<file path="src/include/txb_pkg.sv">
// Shared constants, field layout and helpers for the transmit buffer link
package txb_pkg;

    // Link word and fixed buffer depth
    localparam int DATA_W     = 32;
    localparam int FIFO_DEPTH = 16;

    // First command word fields
    localparam int A_IRQ_BIT   = 31;
    localparam int A_ALIGN_LSB = 24;
    localparam int A_OFF_LSB   = 16;
    localparam int A_FIRST_BIT = 13;
    localparam int A_LAST_BIT  = 12;
    localparam int A_SIZE_LSB  = 0;

    // Second command word fields
    localparam int B_LEN_LSB = 0;

    // Field widths
    localparam int ALIGN_W = 2;
    localparam int OFF_W   = 5;
    localparam int SIZE_W  = 11;
    localparam int DWC_W   = 13;
    localparam int SUM_W   = 16;

    // Reserved bits of both command words, forced to zero by the host
    localparam logic [31:0] A_RSVD_MASK = 32'h7CE0_C800;
    localparam logic [31:0] B_RSVD_MASK = 32'h0000_C800;

    // End alignment codes
    localparam logic [1:0] ALIGN_4    = 2'h0;
    localparam logic [1:0] ALIGN_16   = 2'h1;
    localparam logic [1:0] ALIGN_32   = 2'h2;
    localparam logic [1:0] ALIGN_RSVD = 2'h3;

    // Values after reset
    localparam logic             FLAG_RST = 1'b0;
    localparam logic [DWC_W-1:0] DWC_RST  = 13'h0000;
    localparam logic [SUM_W-1:0] SUM_RST  = 16'h0000;

    // Dword mask of an alignment code; reserved code falls back to 4 bytes
    function automatic logic [2:0] txb_align_mask(input logic [1:0] code);
        logic [2:0] m;
        m = 3'h0;
        case (code)
            ALIGN_16: m = 3'h3;
            ALIGN_32: m = 3'h7;
            default:  m = 3'h0;
        endcase
        return m;
    endfunction

    // Dwords holding offset plus payload
    function automatic logic [DWC_W-1:0] txb_data_dwords(
        input logic [OFF_W-1:0]  off,
        input logic [SIZE_W-1:0] size
    );
        logic [DWC_W-1:0] s;
        s = DWC_W'(off) + DWC_W'(size) + 13'h0003;
        return {2'b00, s[DWC_W-1:2]};
    endfunction

    // Dwords including end padding up to the alignment boundary
    function automatic logic [DWC_W-1:0] txb_total_dwords(
        input logic [DWC_W-1:0] ndw,
        input logic [1:0]       code
    );
        logic [DWC_W-1:0] m;
        m = {10'h000, txb_align_mask(code)};
        return (ndw + m) & ~m;
    endfunction

endpackage

</file>
<file path="src/include/txb_if.sv">
// Dword write link from the host into the device transmit FIFO
`timescale 1ns/1ps
interface txb_if;
    logic [31:0] data;
    logic        valid;
    logic        ready;

    modport host (output data, output valid, input ready);
    modport dev  (input data, input valid, output ready);
endinterface

</file>
<file path="src/txb_dev_end.sv">
// Device end: decodes command words and strips offset and end padding
// Function
// - Irq bit set: pulse buffer-done after loading
// - Bits 25:24 select 4/16/32-byte end alignment
// - Host pads buffer end to alignment boundary
// - Device discards host padding dwords
// - Host writes zero to reserved bits
// - Start offset 0..31 bytes into data area
// - Bit 13 marks opening segment
// - Bit 12 marks closing segment
// - Bits 10:0 give buffer byte count
// - Offset, count and alignment give padding dwords
// - Sum buffer sizes, restart at opening segment
// - Sum differs from packet length: raise error
// - Counts exclude offset and padding bytes
// - Packet length is second word bits 10:0
// - Offset low bits pick first byte lane
// - Host sends first word, second word, payload
`timescale 1ns/1ps
module txb_dev_end
    import txb_pkg::*;
(
    // Clock and reset
    input  wire logic       i_clk_sys,
    input  wire logic       i_arst_n,
    // Link from the host
    txb_if.dev              link,
    // Payload byte stream
    output logic [7:0]      o_byte_data,
    output logic            o_byte_valid,
    output logic            o_opening_segment_marker,
    output logic            o_closing_segment_marker,
    input  wire logic       i_byte_ready,
    // Status flags
    output logic            o_tx_buffer_done_flag,
    output logic            o_transmitter_error_flag,
    input  wire logic       i_err_clear
);
    typedef enum logic [1:0] {D_CMDA, D_CMDB, D_BODY} txb_dstate_t;

    typedef struct packed {
        txb_dstate_t       st;
        logic              irq;
        logic [1:0]        align;
        logic [OFF_W-1:0]  off;
        logic              first;
        logic              last;
        logic [SIZE_W-1:0] size;
        logic [SIZE_W-1:0] len;
        logic [31:0]       b_word;
        logic              in_pkt;
        logic [DWC_W-1:0]  ndw;
        logic [DWC_W-1:0]  tdw;
        logic [DWC_W-1:0]  dwc;
        logic [31:0]       word;
        logic              have;
        logic [1:0]        lane;
        logic [SUM_W-1:0]  sum;
        logic [7:0]        bdata;
        logic              bvalid;
        logic              bfirst;
        logic              blast;
        logic              done;
        logic              err;
    } txb_dev_st_t;

    txb_dev_st_t       r;
    txb_dev_st_t       n;
    logic              f_valid;
    logic [31:0]       f_data;
    logic              pop;
    logic              can_emit;
    logic              pay_byte;
    logic              step;
    logic [14:0]       idx;
    logic [14:0]       pay_end;
    logic [OFF_W-1:0]  a_off;
    logic [SIZE_W-1:0] a_size;
    logic [1:0]        a_align;
    logic [DWC_W-1:0]  a_ndw;

    // Back-pressure from the byte stream stalls draining, so the FIFO fills
    txb_fifo
    #(
        .WIDTH (DATA_W),
        .DEPTH (FIFO_DEPTH)
    )
    txb_fifo_inst
    (
        .i_clk_sys   (i_clk_sys),
        .i_arst_n    (i_arst_n),
        .i_in_valid  (link.valid),
        .i_in_data   (link.data),
        .o_in_ready  (link.ready),
        .o_out_valid (f_valid),
        .o_out_data  (f_data),
        .i_out_ready (pop)
    );

    assign o_byte_data              = r.bdata;
    assign o_byte_valid             = r.bvalid;
    assign o_opening_segment_marker = r.bfirst;
    assign o_closing_segment_marker = r.blast;
    assign o_tx_buffer_done_flag    = r.done;
    assign o_transmitter_error_flag = r.err;

    always_comb
    begin
        n        = r;
        pop      = 1'b0;
        step     = 1'b0;
        n.done   = 1'b0;
        a_off    = f_data[A_OFF_LSB +: OFF_W];
        a_size   = f_data[A_SIZE_LSB +: SIZE_W];
        a_align  = f_data[A_ALIGN_LSB +: ALIGN_W];
        a_ndw    = txb_data_dwords(a_off, a_size);
        idx      = {r.dwc[12:0], r.lane};
        pay_end  = 15'(r.off) + 15'(r.size);
        pay_byte = (idx >= 15'(r.off)) && (idx < pay_end);
        can_emit = !r.bvalid || i_byte_ready;
        if (r.bvalid && i_byte_ready)
        begin
            n.bvalid = 1'b0;
        end
        // Clear first, so an error raised in the same cycle survives
        if (i_err_clear)
        begin
            n.err = 1'b0;
        end
        case (r.st)
            D_CMDA:
            begin
                if (f_valid)
                begin
                    pop     = 1'b1;
                    n.irq   = f_data[A_IRQ_BIT];
                    n.first = f_data[A_FIRST_BIT];
                    n.last  = f_data[A_LAST_BIT];
                    n.off   = a_off;
                    n.size  = a_size;
                    n.align = a_align;
                    n.ndw   = a_ndw;
                    n.tdw   = txb_total_dwords(a_ndw, a_align);
                    if (a_align == ALIGN_RSVD)
                    begin
                        n.err = 1'b1;
                    end
                    // Segment markers out of order leave the sum meaningless
                    if (f_data[A_FIRST_BIT] == r.in_pkt)
                    begin
                        n.err = 1'b1;
                    end
                    if (f_data[A_FIRST_BIT])
                    begin
                        n.sum = SUM_W'(a_size);
                    end
                    else
                    begin
                        n.sum = r.sum + SUM_W'(a_size);
                    end
                    n.in_pkt = !f_data[A_LAST_BIT];
                    n.st     = D_CMDB;
                end
            end
            D_CMDB:
            begin
                if (f_valid)
                begin
                    pop      = 1'b1;
                    n.len    = f_data[B_LEN_LSB +: SIZE_W];
                    n.b_word = f_data;
                    // Second word must repeat for every buffer of a packet
                    if (!r.first && (f_data != r.b_word))
                    begin
                        n.err = 1'b1;
                    end
                    n.dwc  = DWC_RST;
                    n.have = 1'b0;
                    n.lane = 2'h0;
                    n.st   = D_BODY;
                end
            end
            D_BODY:
            begin
                if (r.have)
                begin
                    if (!pay_byte)
                    begin
                        step = 1'b1;
                    end
                    else if (can_emit)
                    begin
                        step     = 1'b1;
                        n.bvalid = 1'b1;
                        n.bdata  = r.word[{r.lane, 3'b000} +: 8];
                        n.bfirst = r.first && (idx == 15'(r.off));
                        n.blast  = r.last && (idx == pay_end - 15'h0001);
                    end
                    if (step)
                    begin
                        n.lane = r.lane + 2'h1;
                        if (r.lane == 2'h3)
                        begin
                            n.have = 1'b0;
                            n.dwc  = r.dwc + 1'b1;
                        end
                    end
                end
                else if (r.dwc == r.tdw)
                begin
                    n.done = r.irq;
                    if (r.last && (r.sum != SUM_W'(r.len)))
                    begin
                        n.err = 1'b1;
                    end
                    n.st = D_CMDA;
                end
                else if (f_valid)
                begin
                    pop = 1'b1;
                    if (r.dwc < r.ndw)
                    begin
                        n.word = f_data;
                        n.have = 1'b1;
                        n.lane = 2'h0;
                    end
                    else
                    begin
                        n.dwc = r.dwc + 1'b1;
                    end
                end
            end
            default:
            begin
                n.st = D_CMDA;
            end
        endcase
    end

    always_ff @(posedge i_clk_sys or negedge i_arst_n)
    begin
        if (!i_arst_n)
        begin
            r     <= '0;
            r.err <= FLAG_RST;
            r.sum <= SUM_RST;
        end
        else
        begin
            r <= n;
        end
    end
endmodule // txb_dev_end

</file>
<file path="src/txb_fifo.sv">
// Parameterised FIFO with valid and ready on both sides
`timescale 1ns/1ps
module txb_fifo
#(
    parameter int WIDTH = 32,
    parameter int DEPTH = 16
)
(
    // Clock and reset
    input  wire logic             i_clk_sys,
    input  wire logic             i_arst_n,
    // Fill side
    input  wire logic             i_in_valid,
    input  wire logic [WIDTH-1:0] i_in_data,
    output logic                  o_in_ready,
    // Drain side
    output logic                  o_out_valid,
    output logic [WIDTH-1:0]      o_out_data,
    input  wire logic             i_out_ready
);
    localparam int AW = $clog2(DEPTH);

    typedef struct packed {
        logic [AW-1:0] wp;
        logic [AW-1:0] rp;
        logic [AW:0]   cnt;
        logic          full;
        logic          empty;
    } txb_fifo_st_t;

    txb_fifo_st_t     r;
    txb_fifo_st_t     n;
    logic [WIDTH-1:0] mem [DEPTH];
    logic             push;
    logic             pop;

    assign o_in_ready  = ~r.full;
    assign o_out_valid = ~r.empty;
    assign o_out_data  = mem[r.rp];

    always_comb
    begin
        n    = r;
        push = i_in_valid & ~r.full;
        pop  = i_out_ready & ~r.empty;
        if (push)
        begin
            n.wp = (r.wp == AW'(DEPTH - 1)) ? '0 : r.wp + 1'b1;
        end
        if (pop)
        begin
            n.rp = (r.rp == AW'(DEPTH - 1)) ? '0 : r.rp + 1'b1;
        end
        n.cnt   = r.cnt + (AW+1)'(push) - (AW+1)'(pop);
        n.full  = (n.cnt == (AW+1)'(DEPTH));
        n.empty = (n.cnt == '0);
    end

    // Storage has no reset; the counter alone says what is valid
    always_ff @(posedge i_clk_sys)
    begin
        if (push)
        begin
            mem[r.wp] <= i_in_data;
        end
    end

    always_ff @(posedge i_clk_sys or negedge i_arst_n)
    begin
        if (!i_arst_n)
        begin
            r       <= '0;
            r.empty <= 1'b1;
        end
        else
        begin
            r <= n;
        end
    end
endmodule // txb_fifo

</file>
<file path="src/flat_wrapper.sv">
// flat-port wrapper written by rule: the top's interface ports become plain ports
module txb_dev_end_flat import txb_pkg::*;
  (i_clk_sys, i_arst_n, o_byte_data, o_byte_valid, o_opening_segment_marker, o_closing_segment_marker, i_byte_ready, o_tx_buffer_done_flag, o_transmitter_error_flag, i_err_clear, link_data, link_valid, link_ready);
  txb_if link_i ();
  input  wire logic i_clk_sys;
  input  wire logic i_arst_n;
  output logic [7:0] o_byte_data;
  output logic o_byte_valid;
  output logic o_opening_segment_marker;
  output logic o_closing_segment_marker;
  input  wire logic i_byte_ready;
  output logic o_tx_buffer_done_flag;
  output logic o_transmitter_error_flag;
  input  wire logic i_err_clear;
  input wire logic [$bits(link_i.data)-1:0] link_data;
  input wire logic [$bits(link_i.valid)-1:0] link_valid;
  output wire logic [$bits(link_i.ready)-1:0] link_ready;
  assign link_i.data = link_data;
  assign link_i.valid = link_valid;
  assign link_ready = link_i.ready;
  txb_dev_end u_core (.i_clk_sys(i_clk_sys), .i_arst_n(i_arst_n), .link(link_i), .o_byte_data(o_byte_data), .o_byte_valid(o_byte_valid), .o_opening_segment_marker(o_opening_segment_marker), .o_closing_segment_marker(o_closing_segment_marker), .i_byte_ready(i_byte_ready), .o_tx_buffer_done_flag(o_tx_buffer_done_flag), .o_transmitter_error_flag(o_transmitter_error_flag), .i_err_clear(i_err_clear));
endmodule
</file>
<file path="config.mk">
export PLATFORM = sky130hd
export DESIGN_NAME = txb_dev_end_flat
export DESIGN_NICKNAME = d
export VERILOG_FILES = /design/src/include/txb_pkg.sv /design/src/include/txb_if.sv /design/src/txb_dev_end.sv /design/src/txb_fifo.sv /design/src/flat_wrapper.sv
export SDC_FILE = /design/constraint.sdc
export NUM_CORES = 1
export LEC_CHECK = 0
export CAP_MARGIN = 5
export CORE_MARGIN = 3
export CORE_UTILIZATION = 50
export CTS_CLUSTER_SIZE = 20
export DETAILED_ROUTE_END_ITERATION = 12
export DONT_BUFFER_PORTS = 1
export GPL_TIMING_DRIVEN = 1
export HOLD_SLACK_MARGIN = 0.15
export PLACE_DENSITY = 0.68
export SLEW_MARGIN = 10
export SYNTH_ARGS = -nofsm -noshare
export SYNTH_HDL_FRONTEND = slang
export SYNTH_SLANG_ARGS = --single-unit
</file>
<file path="constraint.sdc">
create_clock -name i_clk_sys -period 5 [get_ports i_clk_sys]
set_clock_uncertainty 0.05 [all_clocks]
set_input_delay 0 -clock i_clk_sys [delete_from_list [all_inputs] [get_ports i_clk_sys]]
set_output_delay 0 -clock i_clk_sys [all_outputs]
set_load 0.05 [all_outputs]
</file>
==> results of run 1 <==
==> Yosys cell counts, drive strengths merged, types with 17 or more instances <==
master	number
a21oi	39
nand2b	21
a21o	17
xnor2	70
nand3	22
dfrtp	168
edfxtp	512
xor2	38
ha	70
buf	42
o31ai	18
nand2	148
nor3	24
clkbuf	56
mux2	64
nor2	63
mux4	160
o21ai	96
inv	53
==> worst min-delay path by stage <==
stage	from	end	cells after the start
after global routing	i_err_clear	u_core.o_transmitter_error_flag	3
after detailed placement	i_arst_n	u_core.r[23]	0
after floorplan	i_arst_n	u_core.idx[0]	0
final	i_byte_ready	u_core.o_byte_valid	3
after global placement	i_arst_n	u_core.r[25]	0
after CTS	i_byte_ready	u_core.o_byte_valid	3
==> layout make-up <==
| class | instances | area, µm² | area share, % |
|---|---|---|---|
| Sequential cell | 681 | 19600 | 57.5 |
| Multi-Input combinational cell | 1018 | 9840 | 28.9 |
| Clock buffer | 93 | 1950 | 5.73 |
| Timing Repair Buffer | 117 | 1030 | 3.03 |
| Tap cell | 773 | 967 | 2.84 |
| Clock inverter | 40 | 484 | 1.42 |
| Inverter | 53 | 199 | 0.583 |
| Antenna cell | 3 | 7.51 | 0.0220 |
==> power by group through the flow <==
stage | Clock (mW) | Sequential, mW | Combinational, mW
after floorplan | 0 | 7.63 | 8.50
after global placement | 0 | 8.01 | 11.1
final | 5.40 | 7.89 | 11.8
after CTS | 5.48 | 7.91 | 11.6
after global routing | 5.72 | 8.00 | 12.8
after detailed placement | 0 | 8.05 | 11.3
==> registers in the layout (all words and copies together) (netlist names) <==
signal,count
u_core.r,126
u_core.o_closing_segment_marker,1
u_core.idx,15
u_core.txb_fifo_inst.r,15
u_core.o_byte_valid,1
u_core.o_transmitter_error_flag,1
u_core.o_opening_segment_marker,1
u_core.o_byte_data,8
u_core.o_tx_buffer_done_flag,1
u_core.txb_fifo_inst.mem,512
==> per-stage QoR <==
stage / power (mW) / TNS, ns / instance area (µm²)
after floorplan: 16.1 / 0 / 30000
after global placement: 19.1 / 0 / 31200
after detailed placement: 19.4 / -0.0140 / 31200
after CTS: 25.0 / 0 / 34000
after global routing: 26.5 / -0.0383 / 34100
final: 25.0 / 0 / 34100
==> routing by layer <==
metal / part of all wire [%] / wire (µm)
met1: 43 / 29600
met4: 2.8 / 1940
met2: 48 / 33100
met3: 6.0 / 4110
met5: 0.039 / 27
==> logic make-up (layout without fill, tap and decap cells) <==
family                   Yosys count  after routing
XOR/XNOR                         109            109
adder cells (fa/ha/maj)           77             77
buffers and inverters            151            303
AND/OR/NAND/NOR                  360            360
multiplexers                     236            236
other                              0              3
AO/OA/AOI/OAI                    236            236
flip-flops                       681            681
==> what timing repair did <==
action                                 in CTS  in global routing
setup endpoints to repair                   2                 13
hold buffers                               39                  0
gates resized for setup                     0                 10
buffers inserted                            4                  1
pin swaps                                   0                  1
endpoints found under the hold margin     695                  0
==> worst max-delay path, delay by kind of cell, from the launching register on <==
kind	cells	cell delay [ns]
mux	2	1.09
simple gates	5	1.06
compound gates	4	0.81
fa+ha+maj	2	0.79
flops	1	0.42
buf+inv	2	0.36
xor+xnor	1	0.16
==> flow_summary.toml, run 1 <==
[critical_path]
cp_slowest_stage_delay_ns = 0.57
cp-endpoint = "u_core.r[85]"
rr_worst_depth = 16
cp_slowest_cell = "mux4_2"
reg2reg_setup_slack_ns = 0.13
critPathCaptureType = "flip-flop"
startpoint = "u_core.txb_fifo_inst.r[7]"
worstSetupPathType = "flip-flop to flip-flop"
path_max_fanout = 19
regToRegEndpoint = "u_core.r[85]"
crit_chain = "buf_12 -> buf_12 -> mux4_2 -> mux4_2 -> ha_1 -> and3_1 -> or3_1 -> and2_1 -> xor2_1 -> ha_1 -> a21oi_1 -> nor2_1 -> a32o_1 -> nand2b_1 -> o31a_1 -> o31ai_2"
timing.rr.start = "u_core.txb_fifo_inst.r[7]"
start_kind = "flip-flop"
arrival_ns = 5.33
required_ns = 5.47

[floorplanning]
pin_count = 51
die_x_um = 251
die_h_um = 251
core_area_um2 = 59200
rows = 89
initial_core_util_pct = 50.7
floorplan.die_area_um2 = 63000

[global_route]
antenna_found_initial = 5
grt_util_met1_pct = 30.9
grt_pass1_vias = 16800
grt_usage_pct = 22.1
grt.met2_usage_pct = 35.7
grt-ovfl-total = 0
grtUsageMet3_pct = 4.30
grt_max_degree = 167
top_usage_layer = "met2"
grt_pass1_wl_mm = 105

[placed_design]
hpwl_mm = 42.1
dp.cells = 2598
portBuffers = 0
post-place-ws_ns = -0.0140
finalWeightedCongestion = 0.853

[route]
wl_per_cell_um = 24.7
drtAntennaViolNets = 0
drt_first_pass_iters = 5
routed_wl_mm = 68.7
drt_iter0_markers = 1452
drc_errors = 0
vias_per_cell = 5.94
num_vias = 16500

[synthesis]
ys.flop_type = "edfxtp_1"
yosys.area_share.simple_pct = 5.72
yosysTopAreaCell = "edfxtp_1"
synth_top_family_by_area = "multiplexers"
synth_top_area_share_pct = 51.2
synth.yosys.seq_area_share_pct = 65.3
async_flop_share_pct = 24.8
synth_edf_count = 512
synth_compound_area_share_pct = 5.12
synth_area_leaders = "edfxtp_1 (51%), dfrtp_1 (14%), mux4_2 (12%)"
yosys.area_share.adder_pct = 3.29
muxShareOfSynthArea_pct = 14.8
synth_fp_nets = 1961
synth_area_um2 = 30000
yosys_warnings = 0
synthCells = 1850
ys_types = 81
synth-xor-area-share_pct = 3.28
avgSynthCellArea_um2 = 16.2
synth_seq_cells = 681

[clocking]
clk_latency_ns = 0.63
htreeDepth = 3
cts_tree = "yes"
cts.path.max_buffers = 3
cts_buffers = 72
clkTransAtPathRegs_ns = 0.06
clock_sinks = 681
cts-root-buf = "clkbuf_16"

[layout]
final_cell_mix = "edfxtp_1 (512), dfrtp_1 (164), mux4_2 (160), nand2_1 (148), o21ai_0 (89)"
final_layout_size_suffix_gt1_share_pct = 23.0
layout_commonest_cell = "edfxtp_1"
fin_util_pct = 57.6
final_nets = 2054
syn_to_final_growth_pct = 13.6
fin_cells = 2778
n_fill_cell = 4460

[pwr]
pwr-share-clk_pct = 21.6
power.leakage_nw = 12.3
cell_internal_pwr_mw = 15.6
peakVddDrop_mv = 0.873
switching_share_pct = 37.9
p_per_area_nw_per_um2 = 734
p_sw_mw = 9.48
p_seq_share_pct = 31.5
p_comb_share_pct = 46.9

[sta]
max_slew_margin_pct = 22.3
worst_pin_slew_ns = 1.14
finalWorstSetupSlack_ns = 0.134
min_period_ns = 4.87
maxSlewViolCount = 0
finalSetupViolCount = 0
fmaxAchievable_mhz = 206
timing.final.crit_share_pct = 97.3
whs_ns = 0.184
final-hold-violation-count = 0
rsz0062_at_grt = "true"

[run_status]
outcome = "completed"

[flow_run]
drv_cap = 0

[min_path]
worstHoldPathType = "input port to flip-flop"
Power figures use the tool's default switching activity.
==> run 2: changes to the inputs <==
--- a/config.mk
+++ b/config.mk
@@ -13,7 +13,7 @@
 export DONT_BUFFER_PORTS = 1
 export GPL_TIMING_DRIVEN = 1
 export HOLD_SLACK_MARGIN = 0.15
-export PLACE_DENSITY = 0.68
+export PLACE_DENSITY = 0.79
 export SLEW_MARGIN = 10
 export SYNTH_ARGS = -nofsm -noshare
 export SYNTH_HDL_FRONTEND = slang
==> flow_summary.toml, run 2 (synthesized netlist as in run 1, its figures left out) <==
[run_status]
outcome = "completed"

[placed_design]
hpwl_mm = 42.4
portBuffers = 0
dp.cells = 2598
finalWeightedCongestion = 0.877

[layout]
largestRegisters = "u_core.txb_fifo_inst.mem x512, u_core.r x126"
fin_util_pct = 57.3
final_cell_mix = "edfxtp_1 (512), dfrtp_1 (164), mux4_2 (160), nand2_1 (148), o21ai_0 (88)"
final_layout_size_suffix_gt1_share_pct = 23.2
largest_reg_flops = 512
regMostFlops = "u_core.txb_fifo_inst.mem"
fin_cells = 2766
layout_commonest_cell = "edfxtp_1"
final_nets = 2051
syn_to_final_growth_pct = 13.1

[critical_path]
start_kind = "flip-flop"
path_delay_family = "compound AO/OA/AOI/OAI gates"
crit_chain = "buf_12 -> buf_4 -> buf_4 -> mux4_2 -> mux4_2 -> ha_1 -> buf_4 -> a2111oi_0 -> o211ai_1 -> buf_4 -> maj3_1 -> nor2_1 -> xnor2_1 -> nand2b_1 -> o31a_1 -> o31ai_2"
required_ns = 5.47
critPathCaptureType = "flip-flop"
cp_slowest_cell = "mux4_2"
path_common_cell = "buf_4"
arrival_ns = 5.44
path_max_fanout = 9
worstSetupPathType = "flip-flop to flip-flop"
worst-path-buf-inv = 5
cp_slowest_stage_delay_ns = 0.57

[sta]
finalSetupViolCount = 0
timing.final.crit_share_pct = 99.3
worst_pin_slew_ns = 1.20
whs_ns = 0.188
fmaxAchievable_mhz = 201
maxSlewViolCount = 0
min_period_ns = 4.97
final-hold-violation-count = 0
max_slew_margin_pct = 19.7

[floorplanning]
pin_count = 51
die_x_um = 251
core_area_um2 = 59200
rows = 89
die_h_um = 251
initial_core_util_pct = 50.7
floorplan.die_area_um2 = 63000

[route]
vias_per_cell = 6.26
routed_wl_mm = 73.7
drt_first_pass_iters = 5
drt_iter0_markers = 1838
num_vias = 17300
wl_per_cell_um = 26.6
drtAntennaViolNets = 0
drc_errors = 0

[global_route]
grt-ovfl-total = 0
grt_pass1_wl_mm = 112
antenna_found_initial = 4
grt_usage_pct = 23.6
grt_max_degree = 103
grt_pass1_vias = 17700

[clocking]
cts_tree = "yes"
clkTransAtPathRegs_ns = 0.07
cts-root-buf = "clkbuf_16"
cts.path.max_buffers = 3
cts_buffers = 68
htreeDepth = 3
clk_latency_ns = 0.62
clock_sinks = 681

[pwr]
peakVddDrop_mv = 0.795
power.leakage_nw = 12.2
p_per_area_nw_per_um2 = 731

[flow_run]
drv_cap = 0

[min_path]
worstHoldPathType = "input port to flip-flop"
-- run 2: changes by cell type in the layout (fill, tap and decap cells not counted), sizes merged --
| cell | delta |
|---|---|
| clkbuf | -8 |
| bufinv | -3 |
| dlygate4sd3 | -1 |
| inv | +3 |
| diode | -1 |
| buf | +2 |
| clkinv | -4 |
-- run 2: layout make-up --
cell class,count,area [µm²]
Sequential cell,681,19600
Antenna cell,2,5.00
Clock buffer,85,1870
Tap cell,773,967
Clock inverter,36,359
Inverter,53,199
Timing Repair Buffer,118,1090
Multi-Input combinational cell,1018,9840
Fill cell,4296,25300
-- run 2: metrics by stage --
| step | power [mW] | cell area (µm²) | setup WS (ns) | setup TNS (ns) |
|---|---|---|---|---|
| finish | 24.8 | 33900 | 0.0348 | 0 |
| global route | 26.2 | 33900 | -0.0286 | -0.0286 |
| CTS | 24.6 | 33900 | 0.00543 | 0 |
| global placement | 18.8 | 31200 | 0.111 | 0 |
| detailed placement | 19.2 | 31200 | -0.103 | -0.145 |
| floorplan | 16.1 | 30000 | 0.0456 | 0 |
-- run 2: what timing repair did --
item	4_1_cts	5_1_grt
pin swaps	0	1
setup endpoints to repair	2	16
setup buffers	5	1
cloned	0	0
hold endpoints to repair	701	0
hold buffers	39	0
gates resized for setup	0	9
-- run 2: final timing paths --
| check | start | endpoint | slack, ns | depth (start not counted) |
|---|---|---|---|---|
| max | u_core.txb_fifo_inst.r[7] | u_core.r[85] | 0.03 | 16 |
| min reg2reg | u_core.r[55] | u_core.r[55] | 0.43 | 2 |
| max reg2reg | u_core.txb_fifo_inst.r[7] | u_core.r[85] | 0.03 | 16 |
| min in group asynchronous | i_arst_n | u_core.r[39] | 0.47 | 3 |
| max in group asynchronous | i_arst_n | u_core.r[147] | 3.60 | 4 |
| min | i_err_clear | u_core.o_transmitter_error_flag | 0.19 | 3 |
-- run 2: tightest hold or removal path: cells and delay by family --
family                 cells  cell delay, ns
AO/OA/AOI/OAI              1            0.11
buffers and inverters      1            0.52
AND/OR/NAND/NOR            1            0.16
-- run 2: routing by layer --
metal  routed length [µm]  GRT usage (%)
met2                36900           39.9
met3                 5750           4.53
met4                 2870           8.70
met1                28100           30.8
met5                    7              0
-- run 2: power breakdown --
group | switching, mW | leakage, nW | internal, mW
Clock | 2.21 | 1.09 | 2.89
Combinational | 6.54 | 4.41 | 5.23
Sequential | 0.805 | 6.72 | 7.15
